### config.mk
export PLATFORM = sky130hd
export DESIGN_NAME = tbf_baseline_filter
export DESIGN_NICKNAME = d
export VERILOG_FILES = /design/src/shared/tbf_pkg.sv /design/src/core/tbf_param_sel.sv /design/src/core/tbf_averager.sv /design/src/core/tbf_baseline_filter.sv
export SDC_FILE = /design/constraint.sdc
export NUM_CORES = 1
export LEC_CHECK = 0
export BUFFER_PORTS_ARGS = -buffer_cell sky130_fd_sc_hd__buf_2
export CORE_AREA = 5 5 180 182
export DETAILED_ROUTE_END_ITERATION = 7
export DIE_AREA = 0 0 185 187
export PLACE_DENSITY_LB_ADDON = 0.12
export SLEW_MARGIN = 10
export SYNTH_ARGS = -nofsm -noshare
export SYNTH_HDL_FRONTEND = slang
export SYNTH_SLANG_ARGS = --single-unit
### constraint.sdc
create_clock -name ref_clk -period 44.9 [get_ports ref_clk]
set_input_delay 11.225 -clock ref_clk [delete_from_list [all_inputs] [get_ports ref_clk]]
set_output_delay 11.225 -clock ref_clk [all_outputs]
set_load 0.01 [all_outputs]
### src/shared/tbf_pkg.sv
// Purpose: Shared constants, types and decoders for the baseline tracking filter
// Assumes: 10-bit second-stage readings, 8-bit limit codes, 6-bit half delta codes
// Notes:   All widths fixed

package tbf_pkg;

	// ------------------------------------------------------------
	// Widths
	// ------------------------------------------------------------
	localparam int DATA_W  = 10;
	localparam int CODE_W  = 8;
	localparam int HALF_W  = 6;
	localparam int LIMIT_W = 9;
	localparam int SUM_W   = 18;

	// ------------------------------------------------------------
	// Reset values and code points
	// ------------------------------------------------------------
	localparam logic [DATA_W-1:0]  BASELINE_RESET = 10'h000;
	localparam logic [DATA_W-1:0]  DATA_MAX       = 10'h3FF;
	localparam logic [LIMIT_W-1:0] COUNT_RESET    = 9'h000;
	localparam logic [SUM_W-1:0]   SUM_RESET      = 18'h00000;
	localparam logic [CODE_W-1:0]  CODE_TOP       = 8'hFF;
	localparam logic [LIMIT_W-1:0] LIMIT_TOP      = 9'h0FF;
	localparam logic [LIMIT_W-1:0] LIMIT_STEP     = 9'h001;
	localparam logic [HALF_W-1:0]  HALF_FORBIDDEN = 6'h00;
	localparam logic [HALF_W-1:0]  HALF_MIN       = 6'h01;

	// ------------------------------------------------------------
	// Filter conditions
	// ------------------------------------------------------------
	typedef enum logic [1:0] {COND_RISE, COND_FALL, COND_TOUCH} tbf_cond_e;

	// ------------------------------------------------------------
	// Decoders
	// ------------------------------------------------------------
	// Code n gives n+1, top code gives 255
	function automatic logic [LIMIT_W-1:0] tbf_decode_limit(input logic [CODE_W-1:0] code);
		if (code == CODE_TOP)
			return LIMIT_TOP;
		else
			return {1'b0, code} + LIMIT_STEP;
	endfunction

	// Forbidden code 0 is read as 1
	function automatic logic [HALF_W-1:0] tbf_decode_half(input logic [HALF_W-1:0] code);
		if (code == HALF_FORBIDDEN)
			return HALF_MIN;
		else
			return code;
	endfunction

endpackage

### src/core/tbf_param_sel.sv
// Purpose: Selects and decodes the parameter set of the active filter condition
// Assumes: Condition held by the caller
// Notes:   Touched set has no max half delta

`timescale 1ns/1ps

module tbf_param_sel
	import tbf_pkg::*;
(
	input  wire logic                         ref_clk,
	input  wire logic                         reset_n,
	input  wire tbf_pkg::tbf_cond_e           cond,
	input  wire logic [tbf_pkg::HALF_W-1:0]   rise_max_half_delta,
	input  wire logic [tbf_pkg::HALF_W-1:0]   rise_noise_half_delta,
	input  wire logic [tbf_pkg::CODE_W-1:0]   rise_consecutive_sample_limit,
	input  wire logic [tbf_pkg::CODE_W-1:0]   rise_averaging_delay_limit,
	input  wire logic [tbf_pkg::HALF_W-1:0]   fall_max_half_delta,
	input  wire logic [tbf_pkg::HALF_W-1:0]   fall_noise_half_delta,
	input  wire logic [tbf_pkg::CODE_W-1:0]   fall_consecutive_sample_limit,
	input  wire logic [tbf_pkg::CODE_W-1:0]   fall_averaging_delay_limit,
	input  wire logic [tbf_pkg::HALF_W-1:0]   touch_noise_half_delta,
	input  wire logic [tbf_pkg::CODE_W-1:0]   touch_consecutive_sample_limit,
	input  wire logic [tbf_pkg::CODE_W-1:0]   touch_averaging_delay_limit,
	output logic      [tbf_pkg::HALF_W-1:0]   max_half_delta,
	output logic      [tbf_pkg::HALF_W-1:0]   noise_half_delta,
	output logic      [tbf_pkg::LIMIT_W-1:0]  sample_limit,
	output logic      [tbf_pkg::LIMIT_W-1:0]  delay_limit
);
	import tbf_pkg::*;

	// ------------------------------------------------------------
	// Set selection
	// ------------------------------------------------------------
	always_comb
	begin
		case (cond)
			COND_FALL:
			begin
				max_half_delta   = tbf_decode_half(fall_max_half_delta);
				noise_half_delta = tbf_decode_half(fall_noise_half_delta);
				sample_limit     = tbf_decode_limit(fall_consecutive_sample_limit);
				delay_limit      = tbf_decode_limit(fall_averaging_delay_limit);
			end
			COND_TOUCH:
			begin
				max_half_delta   = HALF_MIN;
				noise_half_delta = tbf_decode_half(touch_noise_half_delta);
				sample_limit     = tbf_decode_limit(touch_consecutive_sample_limit);
				delay_limit      = tbf_decode_limit(touch_averaging_delay_limit);
			end
			default:
			begin
				max_half_delta   = tbf_decode_half(rise_max_half_delta);
				noise_half_delta = tbf_decode_half(rise_noise_half_delta);
				sample_limit     = tbf_decode_limit(rise_consecutive_sample_limit);
				delay_limit      = tbf_decode_limit(rise_averaging_delay_limit);
			end
		endcase
	end
endmodule

### src/core/tbf_averager.sv
// Purpose: Averages a programmable number of readings ahead of the baseline filter
// Assumes: Readings arrive at least two cycles apart
// Notes:   Clear discards the partial sum and the reading of the same cycle

`timescale 1ns/1ps

module tbf_averager
	import tbf_pkg::*;
(
	input  wire logic                         ref_clk,
	input  wire logic                         reset_n,
	input  wire logic                         sample_valid,
	input  wire logic                         clear,
	input  wire logic [tbf_pkg::DATA_W-1:0]   sample_data,
	input  wire logic [tbf_pkg::LIMIT_W-1:0]  delay_limit,
	output logic                              avg_valid,
	output logic      [tbf_pkg::DATA_W-1:0]   avg_data
);
	import tbf_pkg::*;

	logic [SUM_W-1:0]   sum;
	logic [LIMIT_W-1:0] cnt;
	logic [SUM_W-1:0]   next_sum;
	logic [LIMIT_W-1:0] next_cnt;
	logic               next_avg_valid;
	logic [DATA_W-1:0]  next_avg_data;
	logic [SUM_W-1:0]   total;
	logic [SUM_W-1:0]   quotient;

	// ------------------------------------------------------------
	// Accumulate and divide
	// ------------------------------------------------------------
	always_comb
	begin
		total          = sum + SUM_W'(sample_data);
		quotient       = total / SUM_W'(delay_limit);
		next_sum       = sum;
		next_cnt       = cnt;
		next_avg_valid = 1'b0;
		next_avg_data  = avg_data;
		if (clear)
		begin
			next_sum = SUM_RESET;
			next_cnt = COUNT_RESET;
		end
		else if (sample_valid)
		begin
			if (cnt + LIMIT_STEP >= delay_limit)
			begin
				next_avg_data  = quotient[DATA_W-1:0];
				next_avg_valid = 1'b1;
				next_sum       = SUM_RESET;
				next_cnt       = COUNT_RESET;
			end
			else
			begin
				next_sum = total;
				next_cnt = cnt + LIMIT_STEP;
			end
		end
	end

	always_ff @(posedge ref_clk)
	begin
		if (!reset_n)
		begin
			sum       <= SUM_RESET;
			cnt       <= COUNT_RESET;
			avg_valid <= 1'b0;
			avg_data  <= BASELINE_RESET;
		end
		else
		begin
			sum       <= next_sum;
			cnt       <= next_cnt;
			avg_valid <= next_avg_valid;
			avg_data  <= next_avg_data;
		end
	end
endmodule

### src/core/tbf_baseline_filter.sv
// Purpose: Baseline tracking filter for one electrode
// Assumes: sample_valid pulses once per electrode sample, readings synchronous
// Notes:   First reading after reset seeds the baseline
//
// What this block does
// - Non-noise only after enough consecutive large samples
// - Sample limit code n means n+1, top 255
// - Delay limit code n means n+1, top 255
// - Condition change clears all counters, abandons step
// - Reading below baseline selects falling set
// - Small deviation copies averaged reading into baseline
// - Counted large deviations step baseline by noise half delta
// - Alternating large deviations leave baseline unchanged outside touched state
// - Average delay-limit readings before baseline filter
// - Separate parameter sets for rising and falling
// - Touched state uses only noise, count, delay
// - Touch switches to slow touched-state filter
// - Half delta codes 1-63, never zero

`timescale 1ns/1ps

module tbf_baseline_filter
	import tbf_pkg::*;
(
	input  wire logic                         ref_clk,
	input  wire logic                         reset_n,
	input  wire logic                         sample_valid,
	input  wire logic [tbf_pkg::DATA_W-1:0]   filtered_data,
	input  wire logic                         touch_active,
	input  wire logic [tbf_pkg::HALF_W-1:0]   rise_max_half_delta,
	input  wire logic [tbf_pkg::HALF_W-1:0]   rise_noise_half_delta,
	input  wire logic [tbf_pkg::CODE_W-1:0]   rise_consecutive_sample_limit,
	input  wire logic [tbf_pkg::CODE_W-1:0]   rise_averaging_delay_limit,
	input  wire logic [tbf_pkg::HALF_W-1:0]   fall_max_half_delta,
	input  wire logic [tbf_pkg::HALF_W-1:0]   fall_noise_half_delta,
	input  wire logic [tbf_pkg::CODE_W-1:0]   fall_consecutive_sample_limit,
	input  wire logic [tbf_pkg::CODE_W-1:0]   fall_averaging_delay_limit,
	input  wire logic [tbf_pkg::HALF_W-1:0]   touch_noise_half_delta,
	input  wire logic [tbf_pkg::CODE_W-1:0]   touch_consecutive_sample_limit,
	input  wire logic [tbf_pkg::CODE_W-1:0]   touch_averaging_delay_limit,
	output logic      [tbf_pkg::DATA_W-1:0]   baseline,
	output logic                              baseline_update,
	output tbf_pkg::tbf_cond_e                filter_cond,
	output logic      [tbf_pkg::LIMIT_W-1:0]  noise_count
);
	import tbf_pkg::*;

	// ------------------------------------------------------------
	// Declarations
	// ------------------------------------------------------------
	logic               primed;
	logic               next_primed;
	tbf_cond_e          next_filter_cond;
	logic [DATA_W-1:0]  next_baseline;
	logic               next_baseline_update;
	logic [LIMIT_W-1:0] next_noise_count;

	tbf_cond_e          sample_cond;
	logic               cond_change;
	logic               avg_clear;
	logic               apply;
	logic               avg_valid;
	logic [DATA_W-1:0]  avg_data;
	logic               avg_above;
	logic [DATA_W-1:0]  deviation;
	logic               small_dev;
	logic [LIMIT_W-1:0] count_inc;
	logic               count_reached;
	logic [DATA_W:0]    step_up;
	logic [DATA_W-1:0]  step_target;

	logic [HALF_W-1:0]  max_half_delta;
	logic [HALF_W-1:0]  noise_half_delta;
	logic [LIMIT_W-1:0] sample_limit;
	logic [LIMIT_W-1:0] delay_limit;

	// ------------------------------------------------------------
	// Parameter selection and averaging
	// ------------------------------------------------------------
	tbf_param_sel u_param_sel
	(
		.ref_clk                        (ref_clk),
		.reset_n                        (reset_n),
		.cond                           (filter_cond),
		.rise_max_half_delta            (rise_max_half_delta),
		.rise_noise_half_delta          (rise_noise_half_delta),
		.rise_consecutive_sample_limit  (rise_consecutive_sample_limit),
		.rise_averaging_delay_limit     (rise_averaging_delay_limit),
		.fall_max_half_delta            (fall_max_half_delta),
		.fall_noise_half_delta          (fall_noise_half_delta),
		.fall_consecutive_sample_limit  (fall_consecutive_sample_limit),
		.fall_averaging_delay_limit     (fall_averaging_delay_limit),
		.touch_noise_half_delta         (touch_noise_half_delta),
		.touch_consecutive_sample_limit (touch_consecutive_sample_limit),
		.touch_averaging_delay_limit    (touch_averaging_delay_limit),
		.max_half_delta                 (max_half_delta),
		.noise_half_delta               (noise_half_delta),
		.sample_limit                   (sample_limit),
		.delay_limit                    (delay_limit)
	);

	tbf_averager u_averager
	(
		.ref_clk      (ref_clk),
		.reset_n      (reset_n),
		.sample_valid (sample_valid),
		.clear        (avg_clear),
		.sample_data  (filtered_data),
		.delay_limit  (delay_limit),
		.avg_valid    (avg_valid),
		.avg_data     (avg_data)
	);

	// ------------------------------------------------------------
	// Condition tracking
	// ------------------------------------------------------------
	always_comb
	begin
		if (touch_active)
			sample_cond = COND_TOUCH;
		else if (filtered_data < baseline)
			sample_cond = COND_FALL;
		else if (filtered_data > baseline)
			sample_cond = COND_RISE;
		else
			sample_cond = filter_cond;
	end

	assign cond_change = sample_valid && primed && (sample_cond != filter_cond);
	assign avg_clear   = cond_change || (sample_valid && !primed);
	assign apply       = avg_valid && !avg_clear;

	// ------------------------------------------------------------
	// Deviation and step
	// ------------------------------------------------------------
	always_comb
	begin
		avg_above     = avg_data > baseline;
		deviation     = avg_above ? avg_data - baseline : baseline - avg_data;
		small_dev     = (filter_cond != COND_TOUCH) &&
			(deviation < DATA_W'({max_half_delta, 1'b0}));
		count_inc     = noise_count + LIMIT_STEP;
		count_reached = count_inc >= sample_limit;
		step_up       = {1'b0, baseline} + (DATA_W + 1)'(noise_half_delta);
		if (avg_above)
			step_target = step_up[DATA_W] ? DATA_MAX : step_up[DATA_W-1:0];
		else if (baseline > DATA_W'(noise_half_delta))
			step_target = baseline - DATA_W'(noise_half_delta);
		else
			step_target = BASELINE_RESET;
	end

	// ------------------------------------------------------------
	// Baseline state
	// ------------------------------------------------------------
	always_comb
	begin
		next_primed          = primed;
		next_filter_cond     = filter_cond;
		next_baseline        = baseline;
		next_baseline_update = 1'b0;
		next_noise_count     = noise_count;
		if (sample_valid && !primed)
		begin
			next_primed      = 1'b1;
			next_baseline    = filtered_data;
			next_filter_cond = touch_active ? COND_TOUCH : COND_RISE;
			next_noise_count = COUNT_RESET;
		end
		else if (cond_change)
		begin
			next_filter_cond = sample_cond;
			next_noise_count = COUNT_RESET;
		end
		else if (apply)
		begin
			if (small_dev)
			begin
				next_baseline        = avg_data;
				next_baseline_update = 1'b1;
				next_noise_count     = COUNT_RESET;
			end
			else if (deviation == BASELINE_RESET)
				next_noise_count = COUNT_RESET;
			else if (count_reached)
			begin
				next_baseline        = step_target;
				next_baseline_update = 1'b1;
				next_noise_count     = COUNT_RESET;
			end
			else
				next_noise_count = count_inc;
		end
	end

	always_ff @(posedge ref_clk)
	begin
		if (!reset_n)
		begin
			primed          <= 1'b0;
			filter_cond     <= COND_RISE;
			baseline        <= BASELINE_RESET;
			baseline_update <= 1'b0;
			noise_count     <= COUNT_RESET;
		end
		else
		begin
			primed          <= next_primed;
			filter_cond     <= next_filter_cond;
			baseline        <= next_baseline;
			baseline_update <= next_baseline_update;
			noise_count     <= next_noise_count;
		end
	end
endmodule

==> results.md, run 1 <==
- Status: completed
- Root Buffer: clkbuf_16
- WL final: 44,800 um
- Slew Viols, Final: 0
- Max incr delay on CP: 0.47 ns
- CTS tree: done
- Num rows: 64
- Congestion Overflow GR: 0
- WS Path Type: input pin to register
- Vias per cell: 5.94
- Syn Area/Cell: 7.30 um^2
- Yosys cell types: 103
- CP max-delay cell: or4_4
- H-tree levels: 3
- Iter 0 DRT Violations: 942
- Worst Skew: 0.0101 ns
- DR pass1 iterations: 5
- CTS Buffer Depth: 2
- Commonest non-fill, non-tap cell in the layout: buf_4
- Final setup fails: 0
- Post-route antenna net violation count: 0
- HP Class: register to register
- Crit path max fanout: 6
- Data arrival, critical path: 44.77 ns
- Synth Area in XOR/XNOR: 6.57%
- Startpoint types: input pin
- Initial antenna violation count: 0
- Data required, critical path: 45.10 ns
- Synth Area in Adders: 19.4%
- RSZ-0062 raised after global routing: yes
- Filler Cells Inserted: 2,933
- Seq cells post-synth: 61
- First-pass GRT wire length: 69,700 um
- Max-cap violation count: 0
- Placed inst area: 15,400 um^2
- CTS Sinks: 61
- Largest family of logic cells by synthesized area: compound AO/OA/AOI/OAI gates
- Most frequent cells in the layout: buf_4 (198), ha_1 (174), nor2_1 (158)
- All-Layer GR Usage: 23.9%
- Antenna diodes: 0
- # port buffers: 113
- Synth Area in Simple Gates: 26.4%
- Num ports: 114
- TNS Setup: 0 ns
- Final period utilization: 99.3%
- DP Wirelength: 34,600 um
- CORE AREA: 30,400 um^2
- Placed insts: 2,425
- # DRC: 0
- Largest net degree at the start of global routing: 51
- Tmin final: 44.57 ns
- Final Hold Fails: 0
- DR WL/cell: 17.7 um
- Cts bufs inserted: 9
- Sequential area share after synthesis: 9.07%
- Clk_lat worst skew: 0.33 ns
- Syn nets: 2,142
- CP most frequent cell: o21a_1
- GP Congestion: 0.907
- P&R area growth vs syn: 26.7%
- Starting density of the core: 44.3%
- Slew headroom: 40.0%
- Worst slew pin tran: 0.897 ns
- DR vias: 14,999
- Crit. End Element: register
- Ys Warns: 0
- Finished Layout Cells: 2,527
- Die height: 187 um
- Max Fclk: 0.0224 GHz
- CTS Hold Bufs: 0
- Hold_ws: 0.457 ns
- Total die area: 34,600 um^2
- Finished Cell Area: 17,100 um^2
- Top FF cell, synth: dfxtp_1
- Mapped Area: 13,500 um^2
- Die Wd: 185 um
- FFs w/ async S/R, synth: 0%
- Vias in the first global route: 13,982
- Fraction of layout cells with a size suffix above 1: 26.1%
- Post-synthesis mux area share: 4.33%
- EDFF count, synth: 0
- Post-Syn Instances: 1,846
- Clock slew at reported path FFs: 0.06 ns
- Final net count: 2,422
- Compound-gate portion of the synthesized area: 30.4%
==> synthesized netlist by cell type, types with 40 or more instances <==
library cell,instances,share of area [%]
ha_1,199,18
nor2_1,175,4.9
nand2_1,147,4.1
a21oi_1,137,5.1
o21ai_0,97,3.6
inv_1,84,2.3
nand3_1,77,2.9
nor3_1,70,2.6
o21a_1,63,3.5
xnor2_1,63,4.1
dfxtp_1,61,9.1
a21o_1,49,2.7
nand2b_1,47,2.2
clkbuf_1,40,1.1
==> state kept, by name, summed over array words and instances, names as in the netlist, 2 cells and up <==
| signal | flops |
|---|---|
| u_averager.avg_data | 10 |
| baseline | 10 |
| noise_count | 9 |
| u_averager.cnt | 9 |
| u_averager.sum | 18 |
| filter_cond | 2 |
==> logic make-up after synthesis <==
| logic type | after synthesis |
|---|---|
| flip-flops | 61 |
| multiplexers | 53 |
| adder cells (fa/ha/maj) | 206 |
| XOR/XNOR | 101 |
| buffers and inverters | 135 |
| AND/OR/NAND/NOR | 699 |
| AO/OA/AOI/OAI | 591 |
==> per-stage QoR <==
| stage | utilization, % | setup WS (ns) |
|---|---|---|
| after floorplan | - | 0.0133 |
| after global placement | 50.5 | -0.329 |
| after detailed placement | 50.5 | -1.13 |
| after CTS | 52.4 | 0.00326 |
| after global routing | 56.1 | -1.87 |
| final | 56.1 | 0.328 |
==> critical path, delay by kind of cell <==
kind / cells / cell delay [ns]
buffers and inverters: 13 / 1.35
xor gates and xnor gates: 1 / 0.23
muxes: 4 / 1.26
adders and majority gates: 19 / 5.13
and+or+nand+nor: 53 / 7.52
AOI/OAI and AO/OA: 106 / 17.99
==> layout make-up <==
cell class | count | area, um^2 | share of cell area, %
timing repair buffer | 319 | 2160 | 12.7
clock inverter | 7 | 81.3 | 0.477
inverter | 85 | 319 | 1.87
tap | 396 | 495 | 2.90
sequential | 61 | 1220 | 7.16
clock buffer | 9 | 225 | 1.32
multi-input combinational | 1650 | 12600 | 73.6
==> path summary, 6_finish.rpt <==
check	startpoint	end	slack (ns)	cells after the start
max reg2reg	filter_cond[1]	u_averager.avg_data[0]	10.05	199
max	filtered_data[0]	u_averager.avg_data[0]	0.33	196
min reg2reg	u_averager.cnt[8]	u_averager.cnt[8]	0.46	2
min	u_averager.cnt[8]	u_averager.cnt[8]	0.46	2
==> layer usage <==
layer,vias up,part of all wire [%],GRT usage [%]
met4,0,2.1,5.67
met2,353,49,42.4
met5,-,0,0
met1,7105,45,31.2
met3,55,4.3,2.24
li1,7486,-,-
==> what timing repair did <==
action / in CTS / in global routing
setup buffers: 25 / 60
pin swaps: 10 / 119
resized for setup: 13 / 143
cloned: 0 / 1
setup endpoints to repair: 1 / 2
Power of run 1 is not shown: default switching activity piles up to over one toggle a cycle in this logic, so the estimate is an artifact.
==> run 2: changes to the inputs <==
==> constraint.sdc (replaced) <==
create_clock -name ref_clk -period 47.3 [get_ports ref_clk]
set_input_delay 11.825 -clock ref_clk [delete_from_list [all_inputs] [get_ports ref_clk]]
set_output_delay 11.825 -clock ref_clk [all_outputs]
set_load 0.01 [all_outputs]
==> run 2 against run 1 <==
Against the previous run:
- highest routed layer unchanged
- worst hold slack worse by 0.0033 ns
- worst setup slack improved by 1.6 ns
- die area is the same
- critical path depth is 1 lower
- critical path type unchanged
==> results.md, run 2 (same netlist as run 1, synthesis figures left out) <==
- Total die area: 34,600 um^2 (unchanged)
- Largest regs: u_averager.sum: 18 flops, baseline: 10 flops, u_averager.avg_data: 10 flops
- Worst Skew: 0.00876 ns (-0.00137 ns)
- Hold path endpoint: u_averager.cnt[8]
- Wl on met1: 20,100 um (about the same)
- Final setup fails: 0 (unchanged)
- Die Wd: 185 um (unchanged)
- FF-to-FF setup slack: 12.23 ns (+2.18 ns)
- Root Buffer: clkbuf_16
- Placed insts: 2,427 (+0.082%)
- Clk_lat worst skew: 0.33 ns (about the same)
- DP Wirelength: 34,300 um (-0.66%)
- Num rows: 64 (unchanged)
- Max reg flops: 18 (unchanged)
- Slew headroom: 40.6% (+0.55 points)
- Worst hold path startpoint: u_averager.cnt[8]
- Vias per cell: 5.95 (+0.17%)
- # port buffers: 113 (unchanged)
- Top reg by flops: u_averager.sum
- Top Metal Used: met4
- Cells on worst reg2reg path: 199 (unchanged)
- Antenna diodes: 0 (unchanged)
- DR pass1 iterations: 6 (+1)
- H-tree levels: 3 (unchanged)
- Tmin final: 45.33 ns
- DR WL/cell: 17.7 um (-0.11%)
- CTS Sinks: 61 (unchanged)
- Worst slew pin tran: 0.889 ns (-0.00830 ns)
- Worst setup margin: 1.97 ns (+1.64 ns)
- Num ports: 114 (unchanged)
- GP Congestion: 0.929 (+2.4%)
- Most frequent cells in the layout: ha_1 (189), buf_4 (179), nor2_1 (160)
- Data required, critical path: 47.51 ns (+2.41 ns)
- Data arrival, critical path: 45.54 ns (+0.77 ns)
- Filler Cells Inserted: 3,012 (+2.7%)
- Initial antenna violation count: 0 (unchanged)
- Critical R2R Capture: u_averager.avg_data[0]
- Final net count: 2,400 (-0.91%)
- TNS Setup: 0 ns (unchanged)
- Max Fclk: 0.0221 GHz
- # DRC: 0 (unchanged)
- Startpoint types: input pin
- CTS Buffer Depth: 2 (unchanged)
- Critical R2R Launch: filter_cond[1]
- Congestion Overflow GR: 0 (unchanged)
- Final Hold Fails: 0 (unchanged)
- CTS tree: done
- Commonest non-fill, non-tap cell in the layout: ha_1
- DP Worst Slack: -1.22 ns (-0.0933 ns)
- Iter 0 DRT Violations: 789 (-16%)
- Max incr delay on CP: 0.48 ns (about the same)
- Finished Layout Cells: 2,505 (-0.87%)
- First-pass GRT wire length: 69,700 um (about the same)
- WL final: 44,400 um (-0.98%)
- Storage element area: 1220 um^2 (unchanged)
- HP Class: register to register
- Vias in the first global route: 13,930 (-0.37%)
- Max-cap violation count: 0 (unchanged)
- Status: completed
- Clock slew at reported path FFs: 0.06 ns (about the same)
- Cts bufs inserted: 9 (unchanged)
- Die height: 187 um (unchanged)
- Slew Viols, Final: 0 (unchanged)
- All-Layer GR Usage: 23.8% (-0.079 points)
- Largest net degree at the start of global routing: 51 (unchanged)
- DR vias: 14,894 (-0.70%)
- Worst Hold Path Cells: 2 (unchanged)
- CP most frequent cell: o21a_1
- P&R area growth vs syn: 22.8%
- Crit path max fanout: 8 (+2)
- Met3 wire len: 2150 um (+11%)
- Starting density of the core: 44.3% (unchanged)
- CP max-delay cell: o31ai_1
- Crit. Startpoint: filtered_data[1]
- Fraction of layout cells with a size suffix above 1: 23.6% (-2.5 points)
- CORE AREA: 30,400 um^2 (unchanged)
- Post-route antenna net violation count: 0 (unchanged)
- Multi-input gate area: 12,200 um^2 (-2.6%)
- Crit. End Element: register
- DR WL met2: 21,100 um (-3.5%)
- WS Path Type: input pin to register
- Final period utilization: 95.8%
run 2: changes by cell type in the layout (fill, tap and decap cells not counted), sizes merged:
cell | before | now
nand4 | 37 | 38
clkbuf | 10 | 9
buf | 318 | 296
clkinv | 2 | 3
bufinv | 1 | 2
inv | 88 | 86
run 2: metrics by stage:
stage | util [%] | hold WS, ns | instance area, um^2
final | 54.4 | 0.454 | 16500
after global routing | 54.4 | 0.481 | 16500
after CTS | 51.6 | 0.456 | 15700
after detailed placement | 50.2 | 0.449 | 15300
after global placement | 50.2 | 0.434 | 15300
after floorplan | - | 0.415 | 13500
run 2: layer usage:
| metal | track usage [%] | up-vias |
|---|---|---|
| met3 | 2.28 | 68 |
| met4 | 6.21 | 0 |
| li1 | - | 7461 |
| met5 | 0 | - |
| met1 | 31.7 | 6989 |
| met2 | 41.2 | 376 |
run 2: layout make-up:
cell class                 count  share of cell area (%)
timing repair buffer         296                    11.8
tap                          396                    2.99
multi-input combinational   1651                    73.9
inverter                      85                    1.93
clock inverter                 7                   0.597
sequential                    61                    7.38
clock buffer                   9                    1.36
run 2: worst max-delay path: cells and delay by family:
kind            cells  cell delay (ns)
buf+inv            14             1.65
fa+ha+maj          19             5.38
simple gates       54             7.88
mux                 5             1.37
xor+xnor            1             0.21
compound gates    102            17.14
run 2: worst max path at each step:
stage | end | slack [ns] | cells after the start
6_report | u_averager.avg_data[0] | 1.97 | 195
5_1_grt | u_averager.avg_data[0] | -0.39 | 197
4_1_cts | u_averager.avg_data[0] | 0.02 | 200
3_5_place_dp | u_averager.avg_data[0] | -1.22 | 194
3_3_place_gp | u_averager.avg_data[0] | -0.06 | 192
2_1_floorplan | u_averager.avg_data[0] | 0.002 | 196
run 2: repair_timing:
item / 4_1_cts / 5_1_grt
hold buffers: 0 / 0
setup endpoints to repair: 1 / 2
pin swaps: 5 / 70
gates resized for setup: 12 / 121
setup buffers: 9 / 52
gates cloned: 0 / 1
Power of run 2 is left out for the same reason.
==> run 3: changes to the inputs <==
==> constraint.sdc (replaced) <==
create_clock -name ref_clk -period 57.4 [get_ports ref_clk]
set_input_delay 14.35 -clock ref_clk [delete_from_list [all_inputs] [get_ports ref_clk]]
set_output_delay 14.35 -clock ref_clk [all_outputs]
set_load 0.01 [all_outputs]
==> run 3 against run 2 <==
Against the previous run:
- critical path depth unchanged
- final area down 10%
- first-iteration DRC count up 12%
- non-clock buffer count decreased by 162
- sequential cell count is the same
- highest routed layer unchanged
==> results.md, run 3 (same netlist as run 1, synthesis figures left out) <==
- Status: completed
- Die height: 187 um (unchanged)
- Max reg flops: 18 (unchanged)
- Largest net degree at the start of global routing: 51 (unchanged)
- Slew headroom: 39.5% (-1.1 points)
- Worst Hold Path Cells: 2 (unchanged)
- # DRC: 0 (unchanged)
- Total die area: 34,600 um^2 (unchanged)
- Worst hold path startpoint: u_averager.cnt[8]
- # port buffers: 113 (unchanged)
- H-tree levels: 3 (unchanged)
- Most frequent cells in the layout: ha_1 (199), nor2_1 (173), nand2_1 (147)
- DR vias: 14,043 (-5.7%)
- CTS Hold Bufs: 0 (unchanged)
- Slew Viols, Final: 0 (unchanged)
- Initial antenna violation count: 0 (unchanged)
- Max incr delay on CP: 0.55 ns (+0.07 ns)
- Final setup fails: 0 (unchanged)
- Critical R2R Capture: u_averager.avg_data[0]
- Iter 0 DRT Violations: 887 (+12%)
- WS Path Type: input pin to register
- WL final: 40,600 um (-8.5%)
- Hold path endpoint: u_averager.cnt[8]
- Placed inst area: 14,400 um^2 (-5.5%)
- Cells on worst reg2reg path: 195 (-2.0%)
- First-pass GRT wire length: 65,900 um (-5.6%)
- Final Hold Fails: 0 (unchanged)
- Placed insts: 2,315 (-4.6%)
- Commonest non-fill, non-tap cell in the layout: ha_1
- Data arrival, critical path: 53.76 ns (+8.22 ns)
- CTS Sinks: 61 (unchanged)
- P&R area growth vs syn: 10.4%
- FF-to-FF setup slack: 16.85 ns (+4.62 ns)
- Critical R2R Launch: filter_cond[1]
- Tmin final: 53.54 ns
- Finished Cell Area: 14,900 um^2 (-10%)
- Fraction of layout cells with a size suffix above 1: 12.7% (-11 points)
- All-Layer GR Usage: 22.4% (-1.4 points)
- Congestion Overflow GR: 0 (unchanged)
- Vias per cell: 6.00 (+0.85%)
- Clk_lat worst skew: 0.34 ns (about the same)
- HP Class: register to register
- CP most frequent cell: o21a_1
- Vias in the first global route: 13,289 (-4.6%)
- Max-cap violation count: 0 (unchanged)
- DP Wirelength: 32,600 um (-5.1%)
- GP Congestion: 0.943 (+1.5%)
- Num ports: 114 (unchanged)
- Crit path max fanout: 25 (+17)
- Startpoint types: input pin
- Post-route antenna net violation count: 0 (unchanged)
- Root Buffer: clkbuf_16
- Final net count: 2,237 (-6.8%)
- CTS tree: done
- Storage element area: 1220 um^2 (unchanged)
- CP max-delay cell: or4_4
- Top reg by flops: u_averager.sum
- Antenna diodes: 0 (unchanged)
- TNS Setup: 0 ns (unchanged)
- Worst slew pin tran: 0.905 ns (+0.0164 ns)
- DR pass1 iterations: 5 (-1)
- Starting density of the core: 44.3% (unchanged)
- Clock slew at reported path FFs: 0.06 ns (about the same)
- Multi-input gate area: 11,800 um^2 (-3.5%)
- Max Fclk: 0.0187 GHz
- Cts bufs inserted: 9 (unchanged)
- Num rows: 64 (unchanged)
- Worst Skew: 0.00783 ns (-0.000925 ns)
- Filler Cells Inserted: 3,144 (+4.4%)
- CTS Buffer Depth: 2 (unchanged)
- DR WL/cell: 17.3 um (-2.1%)
- CORE AREA: 30,400 um^2 (unchanged)
- Crit. End Element: register
- Data required, critical path: 57.62 ns (+10.11 ns)
- Finished Layout Cells: 2,342 (-6.5%)
- Final period utilization: 93.3%
- Die Wd: 185 um (unchanged)
- Largest regs: u_averager.sum: 18 flops, baseline: 10 flops, u_averager.avg_data: 10 flops
-- run 3: per-layer routing --
layer	wire [um]	track usage [%]
met5	0	0
met4	896	5.70
met3	1900	1.61
met2	19100	38.9
met1	18700	30.0
-- run 3: layout make-up --
cell class                      count  share of cell area [%]
Sequential cell                    61                    8.21
Multi-Input combinational cell   1650                    79.4
Timing Repair Buffer              134                    4.86
Tap cell                          396                    3.33
Clock inverter                      7                   0.538
Inverter                           85                    2.19
Clock buffer                        9                    1.51
-- run 3: repair_timing --
item | CTS | global route
gates resized for setup | 0 | 17
setup buffers | 0 | 11
endpoints found under the setup margin | 0 | 2
-- run 3: how the worst max path moves through the flow --
stage                                    from                     end  slack (ns)  cells after the start
3_5_place_dp   touch_averaging_delay_limit[0]  u_averager.avg_data[0]        1.33                    191
5_1_grt        touch_averaging_delay_limit[0]  u_averager.avg_data[0]       -0.07                    199
3_3_place_gp   touch_averaging_delay_limit[0]  u_averager.avg_data[0]        2.64                    192
6_report       touch_averaging_delay_limit[0]  u_averager.avg_data[0]        3.86                    195
2_1_floorplan   fall_averaging_delay_limit[0]  u_averager.avg_data[0]        7.36                    195
4_1_cts        touch_averaging_delay_limit[0]  u_averager.avg_data[0]        1.61                    191
-- run 3: metrics by stage --
stage,utilization [%],hold slack [ns],setup WS [ns]
6_report,48.9,0.443,3.86
3_5_place_dp,47.4,0.434,1.33
2_1_floorplan,-,0.415,7.36
3_3_place_gp,47.4,0.435,2.64
5_1_grt,48.9,0.479,-0.0665
4_1_cts,48.4,0.443,1.61
-- run 3: critical path, delay by kind of cell --
family / cells / cell delay, ns
muxes: 4 / 1.39
AOI/OAI and AO/OA: 105 / 20.48
and+or+nand+nor: 58 / 10.65
buffers and inverters: 10 / 1.47
adders and majority gates: 18 / 5.33
Power of run 3 is left out for the same reason.
